`config.mk`:
```
export PLATFORM = sky130hd
export DESIGN_NAME = motion_command_executor
export DESIGN_NICKNAME = d
export VERILOG_FILES = /design/src/rtl/motion_pkg.sv /design/src/rtl/param_bank_if.sv /design/src/rtl/param_bank.sv /design/src/rtl/motion_command_executor.sv
export SDC_FILE = /design/constraint.sdc
export NUM_CORES = 2
export LEC_CHECK = 0
export ABC_AREA = 0
export BUFFER_PORTS_ARGS = -buffer_cell sky130_fd_sc_hd__buf_2
export CORE_MARGIN = 2
export CORE_UTILIZATION = 39
export CTS_CLUSTER_SIZE = 8
export DETAILED_ROUTE_END_ITERATION = 8
export PLACE_DENSITY_LB_ADDON = 0.2
export SETUP_SLACK_MARGIN = 0.02
export SLEW_MARGIN = 10
export SYNTH_ARGS = -nofsm -noshare
export SYNTH_HDL_FRONTEND = slang
export SYNTH_SLANG_ARGS = --single-unit
export TNS_END_PERCENT = 20
```
`constraint.sdc`:
```
create_clock -name clk -period 7 [get_ports clk]
set_input_delay 0 -clock clk [delete_from_list [all_inputs] [get_ports clk]]
set_output_delay 0 -clock clk [all_outputs]
set_load 0.01 [all_outputs]
```
`src/rtl/motion_pkg.sv`:
```
package motion_pkg;

  localparam int unsigned DATA_W = 32;
  localparam int unsigned ADDR_W = 8;
  localparam int unsigned NUM_SETS = 3;
  localparam int unsigned NUM_FIELDS = 9;
  localparam int unsigned MASK_W = 13;

  localparam logic [7:0] REG_CMD = 8'h00;
  localparam logic [7:0] REG_ARG_LO = 8'h04;
  localparam logic [7:0] REG_ARG_HI = 8'h08;
  localparam logic [7:0] REG_STATUS = 8'h0C;
  localparam logic [7:0] REG_CONFIG = 8'h10;
  localparam logic [7:0] REG_LIMIT_OFFSET = 8'h14;
  localparam logic [7:0] REG_USER_LOC_LO = 8'h18;
  localparam logic [7:0] REG_USER_LOC_HI = 8'h1C;
  localparam logic [7:0] REG_LIMIT_LO = 8'h20;
  localparam logic [7:0] REG_LIMIT_HI = 8'h24;
  localparam logic [7:0] REG_PSET_SEL = 8'h28;
  localparam logic [7:0] REG_PSET_DATA = 8'h2C;

  localparam int unsigned CMD_OP_LSB = 0;
  localparam int unsigned CMD_ARG_LSB = 4;
  localparam int unsigned CMD_MASK_LSB = 16;
  localparam int unsigned CFG_MODE_LSB = 0;
  localparam int unsigned CFG_OTF_BIT = 8;
  localparam int unsigned SEL_FLD_LSB = 0;
  localparam int unsigned SEL_SET_LSB = 4;
  localparam int unsigned ST_BUSY_BIT = 0;
  localparam int unsigned ST_ERR_BIT = 1;
  localparam int unsigned ST_MOVING_BIT = 2;
  localparam int unsigned ST_STATE_LSB = 4;

  localparam logic [3:0] OP_STORE = 4'h1;
  localparam logic [3:0] OP_PRESET = 4'h2;
  localparam logic [3:0] OP_SEARCH = 4'h3;
  localparam logic [3:0] OP_LAUNCH = 4'h4;

  localparam logic [1:0] STORE_ALL = 2'h0;
  localparam logic [1:0] STORE_SEQ_TABLE = 2'h1;
  localparam logic [1:0] STORE_VARS = 2'h2;

  localparam logic [31:0] PROFILE_TRAPEZOID = 32'h0000_0000;
  localparam logic [31:0] TABLE_MODE_AMPL = 32'h0000_0001;

  localparam logic [31:0] RESET_WORD = 32'h0000_0000;

  typedef enum logic [3:0] {
    FLD_TARGET   = 4'h0,
    FLD_VELOCITY = 4'h1,
    FLD_RAMP     = 4'h2,
    FLD_JERK     = 4'h3,
    FLD_PTYPE    = 4'h4,
    FLD_TNUM     = 4'h5,
    FLD_TSEL     = 4'h6,
    FLD_TTIME    = 4'h7,
    FLD_TAMP     = 4'h8
  } field_e;

  typedef enum logic [1:0] {
    ST_IDLE   = 2'b00,
    ST_STORE  = 2'b01,
    ST_SEARCH = 2'b10,
    ST_LAUNCH = 2'b11
  } state_e;

endpackage

```
`src/rtl/param_bank_if.sv`:
```
`timescale 1ns/1ps
`default_nettype none
interface param_bank_if;
  import motion_pkg::*;
  logic              wr_en;
  logic [1:0]        wr_set;
  logic [3:0]        wr_fld;
  logic [31:0]       wr_data;
  logic [1:0]        rd_set;
  logic [31:0]       rd_word [NUM_FIELDS];

  modport user (output wr_en, wr_set, wr_fld, wr_data, rd_set,
                input rd_word);
  modport bank (input wr_en, wr_set, wr_fld, wr_data, rd_set,
                output rd_word);
endinterface
`default_nettype wire

```
`src/rtl/param_bank.sv`:
```
`timescale 1ns/1ps
`default_nettype none
module param_bank
  import motion_pkg::*;
(
  input  wire logic   clk,
  input  wire logic   resetn,
  param_bank_if.bank  pb
);

  logic [31:0] mem_r [NUM_SETS][NUM_FIELDS];

  // Sets are numbered 1 to 3; set 0 does not exist and reads as zero.
  always_ff @(posedge clk) begin
    if (!resetn) begin
      for (int s = 0; s < NUM_SETS; s++) begin
        for (int f = 0; f < NUM_FIELDS; f++) begin
          mem_r[s][f] <= RESET_WORD;
        end
      end
    end else if (pb.wr_en && pb.wr_set != 2'd0 &&
                 pb.wr_fld < 4'(NUM_FIELDS)) begin
      mem_r[pb.wr_set - 2'd1][pb.wr_fld] <= pb.wr_data;
    end
  end

  genvar g;
  generate
    for (g = 0; g < NUM_FIELDS; g++) begin : g_rd
      assign pb.rd_word[g] = (pb.rd_set == 2'd0) ? RESET_WORD :
                             mem_r[pb.rd_set - 2'd1][g];
    end
  endgenerate

endmodule
`default_nettype wire

```
`src/rtl/motion_command_executor.sv`:
```
`timescale 1ns/1ps
`default_nettype none
module motion_command_executor
  import motion_pkg::*;
(
  input  wire logic              clk,
  input  wire logic              resetn,
  input  wire logic [ADDR_W-1:0] paddr,
  input  wire logic              psel,
  input  wire logic              penable,
  input  wire logic              pwrite,
  input  wire logic [DATA_W-1:0] pwdata,
  output logic      [DATA_W-1:0] prdata,
  output logic                   pready,
  output logic                   pslverr,
  output logic                   store_req,
  output logic                   store_seq_table,
  output logic                   store_vars_params,
  input  wire logic              store_done,
  output logic                   search_req,
  output logic      [7:0]        limit_search_mode,
  output logic      [31:0]       limit_offset_param,
  input  wire logic              search_done,
  input  wire logic [63:0]       search_pos,
  input  wire logic              moving,
  output logic                   motion_start,
  output logic      [31:0]       target_goal,
  output logic      [31:0]       profile_velocity,
  output logic      [31:0]       profile_ramp_rate,
  output logic      [31:0]       jerk_duration,
  output logic      [31:0]       profile_type,
  output logic      [31:0]       table_number,
  output logic      [31:0]       table_select_mode,
  output logic      [31:0]       table_playback_time,
  output logic      [31:0]       table_amplitude,
  output logic      [31:0]       user_location_low,
  output logic      [31:0]       user_location_high
);

  param_bank_if pb ();

  param_bank u_bank (
    .clk    (clk),
    .resetn (resetn),
    .pb     (pb)
  );

  state_e        state_r;
  logic [31:0]   arg_lo_r;
  logic [31:0]   arg_hi_r;
  logic          otf_r;
  logic [1:0]    launch_set_r;
  logic [12:0]   launch_mask_r;
  logic [3:0]    sel_fld_r;
  logic [1:0]    sel_set_r;
  logic          err_r;
  logic [31:0]   limit_lo_r;
  logic [31:0]   limit_hi_r;
  logic          wr_acc;
  logic          rd_acc;
  logic          cmd_wr;
  logic [3:0]    cmd_op;
  logic [1:0]    cmd_arg;
  logic          cmd_bad;
  logic          otf_ok;
  logic [12:0]   eff_mask;
  logic [31:0]   tsel_new;
  logic [63:0]   offset_ext;
  logic [63:0]   result_nxt;
  logic          mapped;

  assign pready = 1'b1;
  assign wr_acc = psel && penable && pwrite;
  assign rd_acc = psel && penable && !pwrite;
  assign cmd_op = pwdata[CMD_OP_LSB +: 4];
  assign cmd_arg = pwdata[CMD_ARG_LSB +: 2];
  assign cmd_wr = wr_acc && paddr == REG_CMD;

  // A command is refused while another one is still running.
  always_comb begin
    cmd_bad = 1'b0;
    if (state_r != ST_IDLE) begin
      cmd_bad = 1'b1;
    end else if (cmd_op == OP_STORE) begin
      cmd_bad = (cmd_arg != STORE_ALL) && (cmd_arg != STORE_SEQ_TABLE) &&
                (cmd_arg != STORE_VARS);
    end else if (cmd_op == OP_LAUNCH) begin
      cmd_bad = (cmd_arg == 2'd0);
    end else if (cmd_op != OP_PRESET && cmd_op != OP_SEARCH) begin
      cmd_bad = 1'b1;
    end
  end

  always_comb begin
    mapped = 1'b1;
    if (paddr == REG_CMD) begin
      mapped = 1'b1;
    end else if (paddr == REG_ARG_LO || paddr == REG_ARG_HI) begin
      mapped = 1'b1;
    end else if (paddr == REG_STATUS || paddr == REG_CONFIG) begin
      mapped = 1'b1;
    end else if (paddr == REG_LIMIT_OFFSET) begin
      mapped = 1'b1;
    end else if (paddr == REG_USER_LOC_LO || paddr == REG_USER_LOC_HI) begin
      mapped = 1'b1;
    end else if (paddr == REG_LIMIT_LO || paddr == REG_LIMIT_HI) begin
      mapped = 1'b1;
    end else if (paddr == REG_PSET_SEL || paddr == REG_PSET_DATA) begin
      mapped = 1'b1;
    end else begin
      mapped = 1'b0;
    end
  end

  assign pslverr = psel && penable && !mapped;

  always_comb begin
    prdata = RESET_WORD;
    if (!rd_acc) begin
      prdata = RESET_WORD;
    end else if (paddr == REG_ARG_LO) begin
      prdata = arg_lo_r;
    end else if (paddr == REG_ARG_HI) begin
      prdata = arg_hi_r;
    end else if (paddr == REG_STATUS) begin
      prdata[ST_BUSY_BIT] = state_r != ST_IDLE;
      prdata[ST_ERR_BIT] = err_r;
      prdata[ST_MOVING_BIT] = moving;
      prdata[ST_STATE_LSB +: 2] = state_r;
    end else if (paddr == REG_CONFIG) begin
      prdata[CFG_MODE_LSB +: 8] = limit_search_mode;
      prdata[CFG_OTF_BIT] = otf_r;
    end else if (paddr == REG_LIMIT_OFFSET) begin
      prdata = limit_offset_param;
    end else if (paddr == REG_USER_LOC_LO) begin
      prdata = user_location_low;
    end else if (paddr == REG_USER_LOC_HI) begin
      prdata = user_location_high;
    end else if (paddr == REG_LIMIT_LO) begin
      prdata = limit_lo_r;
    end else if (paddr == REG_LIMIT_HI) begin
      prdata = limit_hi_r;
    end else if (paddr == REG_PSET_SEL) begin
      prdata[SEL_FLD_LSB +: 4] = sel_fld_r;
      prdata[SEL_SET_LSB +: 2] = sel_set_r;
    end else if (paddr == REG_PSET_DATA) begin
      prdata = (sel_fld_r < 4'(NUM_FIELDS)) ? pb.rd_word[sel_fld_r] :
               RESET_WORD;
    end
  end

  // Software fills the parameter sets through the select and data pair.
  assign pb.wr_en = wr_acc && paddr == REG_PSET_DATA;
  assign pb.wr_set = sel_set_r;
  assign pb.wr_fld = sel_fld_r;
  assign pb.wr_data = pwdata;
  assign pb.rd_set = (state_r == ST_LAUNCH) ? launch_set_r : sel_set_r;

  always_ff @(posedge clk) begin
    if (!resetn) begin
      arg_lo_r <= RESET_WORD;
      arg_hi_r <= RESET_WORD;
      limit_search_mode <= 8'h00;
      otf_r <= 1'b0;
      limit_offset_param <= RESET_WORD;
      sel_fld_r <= 4'h0;
      sel_set_r <= 2'h1;
    end else if (wr_acc) begin
      if (paddr == REG_ARG_LO) begin
        arg_lo_r <= pwdata;
      end else if (paddr == REG_ARG_HI) begin
        arg_hi_r <= pwdata;
      end else if (paddr == REG_CONFIG) begin
        limit_search_mode <= pwdata[CFG_MODE_LSB +: 8];
        otf_r <= pwdata[CFG_OTF_BIT];
      end else if (paddr == REG_LIMIT_OFFSET) begin
        limit_offset_param <= pwdata;
      end else if (paddr == REG_PSET_SEL) begin
        sel_fld_r <= pwdata[SEL_FLD_LSB +: 4];
        sel_set_r <= pwdata[SEL_SET_LSB +: 2];
      end
    end
  end

  // Error flag: a refused command sets it, writing one to it clears it.
  always_ff @(posedge clk) begin
    if (!resetn) begin
      err_r <= 1'b0;
    end else if ((cmd_wr && cmd_bad) ||
                 (state_r == ST_LAUNCH && moving && !otf_ok)) begin
      err_r <= 1'b1;
    end else if (wr_acc && paddr == REG_STATUS && pwdata[ST_ERR_BIT]) begin
      err_r <= 1'b0;
    end
  end

  always_ff @(posedge clk) begin
    if (!resetn) begin
      state_r <= ST_IDLE;
      store_req <= 1'b0;
      store_seq_table <= 1'b0;
      store_vars_params <= 1'b0;
      search_req <= 1'b0;
      launch_set_r <= 2'h0;
      launch_mask_r <= 13'h0000;
    end else begin
      case (state_r)
        ST_IDLE: begin
          if (cmd_wr && !cmd_bad && cmd_op == OP_STORE) begin
            state_r <= ST_STORE;
            store_req <= 1'b1;
            store_seq_table <= cmd_arg != STORE_VARS;
            store_vars_params <= cmd_arg != STORE_SEQ_TABLE;
          end else if (cmd_wr && !cmd_bad && cmd_op == OP_SEARCH) begin
            state_r <= ST_SEARCH;
            search_req <= 1'b1;
          end else if (cmd_wr && !cmd_bad && cmd_op == OP_LAUNCH) begin
            state_r <= ST_LAUNCH;
            launch_set_r <= cmd_arg;
            launch_mask_r <= pwdata[CMD_MASK_LSB +: MASK_W];
          end
        end
        ST_STORE: begin
          if (store_done) begin
            state_r <= ST_IDLE;
            store_req <= 1'b0;
            store_seq_table <= 1'b0;
            store_vars_params <= 1'b0;
          end
        end
        ST_SEARCH: begin
          if (search_done) begin
            state_r <= ST_IDLE;
            search_req <= 1'b0;
          end
        end
        default: begin
          state_r <= ST_IDLE;
        end
      endcase
    end
  end

  // The offset is handed to the search but taken back out of the result.
  assign offset_ext = {{32{limit_offset_param[31]}}, limit_offset_param};
  assign result_nxt = search_pos - offset_ext;

  always_ff @(posedge clk) begin
    if (!resetn) begin
      limit_lo_r <= RESET_WORD;
      limit_hi_r <= RESET_WORD;
    end else if (state_r == ST_SEARCH && search_done) begin
      limit_lo_r <= result_nxt[31:0];
      limit_hi_r <= result_nxt[63:32];
    end
  end

  always_ff @(posedge clk) begin
    if (!resetn) begin
      user_location_low <= RESET_WORD;
      user_location_high <= RESET_WORD;
    end else if (cmd_wr && !cmd_bad && cmd_op == OP_PRESET) begin
      user_location_low <= arg_lo_r;
      user_location_high <= arg_hi_r;
    end
  end

  // While moving, only a trapezoid move with on-the-fly change accepts a
  // launch, and then only target, velocity and ramp rate are loaded.
  assign otf_ok = otf_r && profile_type == PROFILE_TRAPEZOID;
  assign eff_mask = (launch_mask_r == 13'h0000) ? 13'h1FFF :
                    launch_mask_r;
  assign tsel_new = eff_mask[7] ? pb.rd_word[FLD_TSEL] : table_select_mode;

  always_ff @(posedge clk) begin
    if (!resetn) begin
      motion_start <= 1'b0;
      target_goal <= RESET_WORD;
      profile_velocity <= RESET_WORD;
      profile_ramp_rate <= RESET_WORD;
      jerk_duration <= RESET_WORD;
      profile_type <= RESET_WORD;
      table_number <= RESET_WORD;
      table_select_mode <= RESET_WORD;
      table_playback_time <= RESET_WORD;
      table_amplitude <= RESET_WORD;
    end else begin
      motion_start <= 1'b0;
      if (state_r == ST_LAUNCH && (!moving || otf_ok)) begin
        motion_start <= 1'b1;
        if (eff_mask[0]) begin
          target_goal <= pb.rd_word[FLD_TARGET];
        end
        if (eff_mask[1]) begin
          profile_velocity <= pb.rd_word[FLD_VELOCITY];
        end
        if (eff_mask[2]) begin
          profile_ramp_rate <= pb.rd_word[FLD_RAMP];
        end
        // Bits 4 and 5 select nothing; they count only in the check for an all-zero mask.
        if (!moving) begin
          if (eff_mask[3]) begin
            jerk_duration <= pb.rd_word[FLD_JERK];
          end
          if (eff_mask[6]) begin
            profile_type <= pb.rd_word[FLD_PTYPE];
          end
          if (eff_mask[7]) begin
            table_number <= pb.rd_word[FLD_TNUM];
            table_select_mode <= pb.rd_word[FLD_TSEL];
          end
          if (eff_mask[8]) begin
            table_playback_time <= pb.rd_word[FLD_TTIME];
          end
          if (eff_mask[9] && tsel_new == TABLE_MODE_AMPL) begin
            table_amplitude <= pb.rd_word[FLD_TAMP];
          end
        end
      end
    end
  end

endmodule
`default_nettype wire

```
==> results.tsv <==
stage	metric	value	unit
job	drv_cap	0	
critical_path	worstPathArrival	6.12	ns
place	place_hpwl	211900	µm
floorplan	rows	159	
detailed_routing	drcViolationCount	0	
synthesis	ys_types	87	
synthesis	yosysWarnings	0	
detailed_routing	drt_iter0_drc	7751	
critical_path	crit_buf_inv	4	
sta	tns	0	ns
cells_and_area	nNetsFinal	6987	
detailed_routing	viasPerCell	6.024	
critical_path	cp.depth	13	
power	power.switching	5.153	mW
synthesis	async_reset_ff_share	0	%
critical_path	ff2ff_path_depth	12	
power	comb_power_share	4.2	%
critical_path	worstSetupEndpointType	primary output	
detailed_routing	routedWlPerCell	32.79	µm
synthesis	yosys_register_bits	1702	
sta	drv_slew	0	
synthesis	syn_inst	6198	
cts	insertion_delay	0.88	ns
sta	fin_crit_sh	87.38	%
power	ir_drop	0.2372	mV
synthesis	syn_avg_cell_area	11.82	µm²
power	p_seq_share	48.3	%
cts	root_buffer	clkbuf_16	
critical_path	max_stage_delay	0.83	ns
floorplan	start_util	39.13	%
min_path	hold_path_depth	4	
grt	antenna_found_initial	23	
critical_path	cpLargestDelayFamily	buffers and inverters	
critical_path	slowest_stage	a41oi_1	
min_path	hp-class	primary input to flip-flop	
synthesis	netlist_area	73260	µm²
sta	setup_ws	0.8833	ns
sta	grt_setup_unrepaired	no	
grt	overflow	0	
power	totalPowerFinal	22.57	mW
cells_and_area	layout_common_cells	1159 x nor2_1, 1152 x edfxtp_1, 810 x nand2_1	
place	gp_congestion	0.9546	
synthesis	syn-num-nets	6376	
cells_and_area	areaGrowthSynthToFinish	18.98	%
synthesis	synth_edf_count	1152	
critical_path	required	7.00	ns
cts	clock_sinks	1702	
power	power.internal	17.41	mW
synthesis	yosysSeqAreaShare	62.25	%
cts	cts_inserted_buffers	232	
cells_and_area	n_fill_cell	17280	
floorplan	die_height	437.4	µm
sta	worst_pin_slew	1.262	ns
place	dp_slack	1.597	ns
detailed_routing	routed_wl	311300	µm
sta	max-slew-margin-rel	15.78	%
critical_path	path_common_cell	buf_4	
sta	finalClockSkew	0.04082	ns
floorplan	die_x	437.4	µm
detailed_routing	dr.pass1.iters	8	
cells_and_area	utilization	46.56	%
grt	grt_pass1_wl	428900	µm
grt	grt_pass1_vias	54510	
cells_and_area	largest_reg_flops	1152	
power	clockPowerShare	47.5	%
power	switching_share	22.84	%
grt	grt_max_degree	99	
grt	grt_use_total	31.74	%
floorplan	core_area	187200	µm²
detailed_routing	ant_nets	0	
critical_path	cp-start-kind	flip-flop	
detailed_routing	via_count	57180	
cts	clock_path_buffers	3	
critical_path	path_max_fanout	40	
cts	path_clk_slew	0.06	ns
place	io_buffers	541	
power	pwr_density_cell	258.9	nW/µm²
critical_path	crit_type	flip-flop to primary output	
cts	htree_levels	4	
floorplan	ioPinCount	543	
sta	finalHoldViolCount	0	
status	outcome	complete, no violations	
cts	cts_tree	yes	
sta	max_freq	163.5	MHz
floorplan	die-area	191300	µm²
cells_and_area	largest_register	u_bank.mem_r	
cells_and_area	final_common_cell	nor2_1	
cells_and_area	drive_gt1_share	19.49	%
sta	finalCriticalPeriod	6.117	ns
power	leakagePower	32.16	nW
synthesis	ys.flop_type	edfxtp_1	
critical_path	crit_chain	nand2_4, mux2i_4, buf_4, buf_4, buf_4, mux4_2, nand2_1, a21oi_1, a41oi_1, o21ai_1, a221oi_1, nor3_1, buf_2	
sta	setup_viol	0	
-- synth_stat cells, types with 51 or more instances --
cell type	instances	area share (%)
nor2_1	1171	6.0
edfxtp_1	1152	47
nand2_1	813	4.2
dfxtp_1	550	15
a21oi_1	543	3.7
clkbuf_1	421	2.2
mux4_2	315	9.7
nand3_1	131	0.89
a22oi_1	120	1.2
inv_1	89	0.46
o21ai_0	81	0.55
ha_1	65	1.1
mux2i_1	51	0.70
-- per-stage QoR --
stage,std cells,area (µm²),hold slack [ns]
detailed placement,8914,78770,0.2934
global placement,8914,78770,0.2873
global route,9491,87160,0.04187
CTS,9489,87160,0.001068
floorplan,6198,73260,0.1360
finish,9493,87170,0.05121
-- what timing repair did --
action | CTS | global route
hold endpoints to repair | 702 | 0
buffers inserted | 0 | 0
hold buffers | 156 | 0
resized for setup | 0 | 0
-- power groups by stage --
stage	clock [mW]	combinational (mW)	sequential [mW]
finish	10.7	0.948	10.9
floorplan	0	0.459	11.1
CTS	10.8	0.928	10.9
global route	11.2	0.982	10.9
global placement	0	0.844	11.1
detailed placement	0	0.842	11.1
-- kinds of logic (layout without fill, tap and decap cells) --
kind of cell    count (synthesis)  count (layout)  synth area share [%]
buf+inv                       589            1385                 3.402
xor+xnor                       56              56                0.6695
simple gates                 2296            2296                 12.64
mux                           368             368                 10.41
fa+ha+maj                      67              67                 1.151
flops                        1702            1702                 62.25
compound gates               1119            1119                 9.472
other cells                     1               5              0.005119
-- final timing paths --
kind / slack (ns) / from / end
worst max-delay path: 0.88 / state_r[0] / prdata[2]
worst max register to register: 1.66 / state_r[0] / table_amplitude[20]
worst min-delay path: 0.05 / pwdata[28] / arg_hi_r[28]
worst min register to register: 0.45 / limit_lo_r[30] / limit_lo_r[30]
-- cell type report --
cell class,instances,area (µm²),area share [%]
Timing Repair Buffer,874,5717,6.558
Inverter,92,360.3,0.4134
Sequential cell,1702,45610,52.33
Tap cell,2495,3122,3.581
Antenna cell,4,10.01,0.01148
Clock buffer,404,6514,7.473
Clock inverter,15,312.8,0.3588
Multi-Input combinational cell,3907,25520,29.28
-- per-layer routing --
metal	up-vias	global-route usage, %	share of wire, %
met1	29080	41.45	38
met5	-	0	0.063
met4	28	17.30	6.1
li1	23780	-	-
met2	3644	48.95	45
met3	645	7.379	11
-- worst min-delay path, cell delays in order --
cell,delay (ns)
dlygate4sd3_1,0.56
buf_2,0.17
nand2_1,0.06
a21oi_1,0.05
Note: power is estimated with default switching activity, not from simulation.
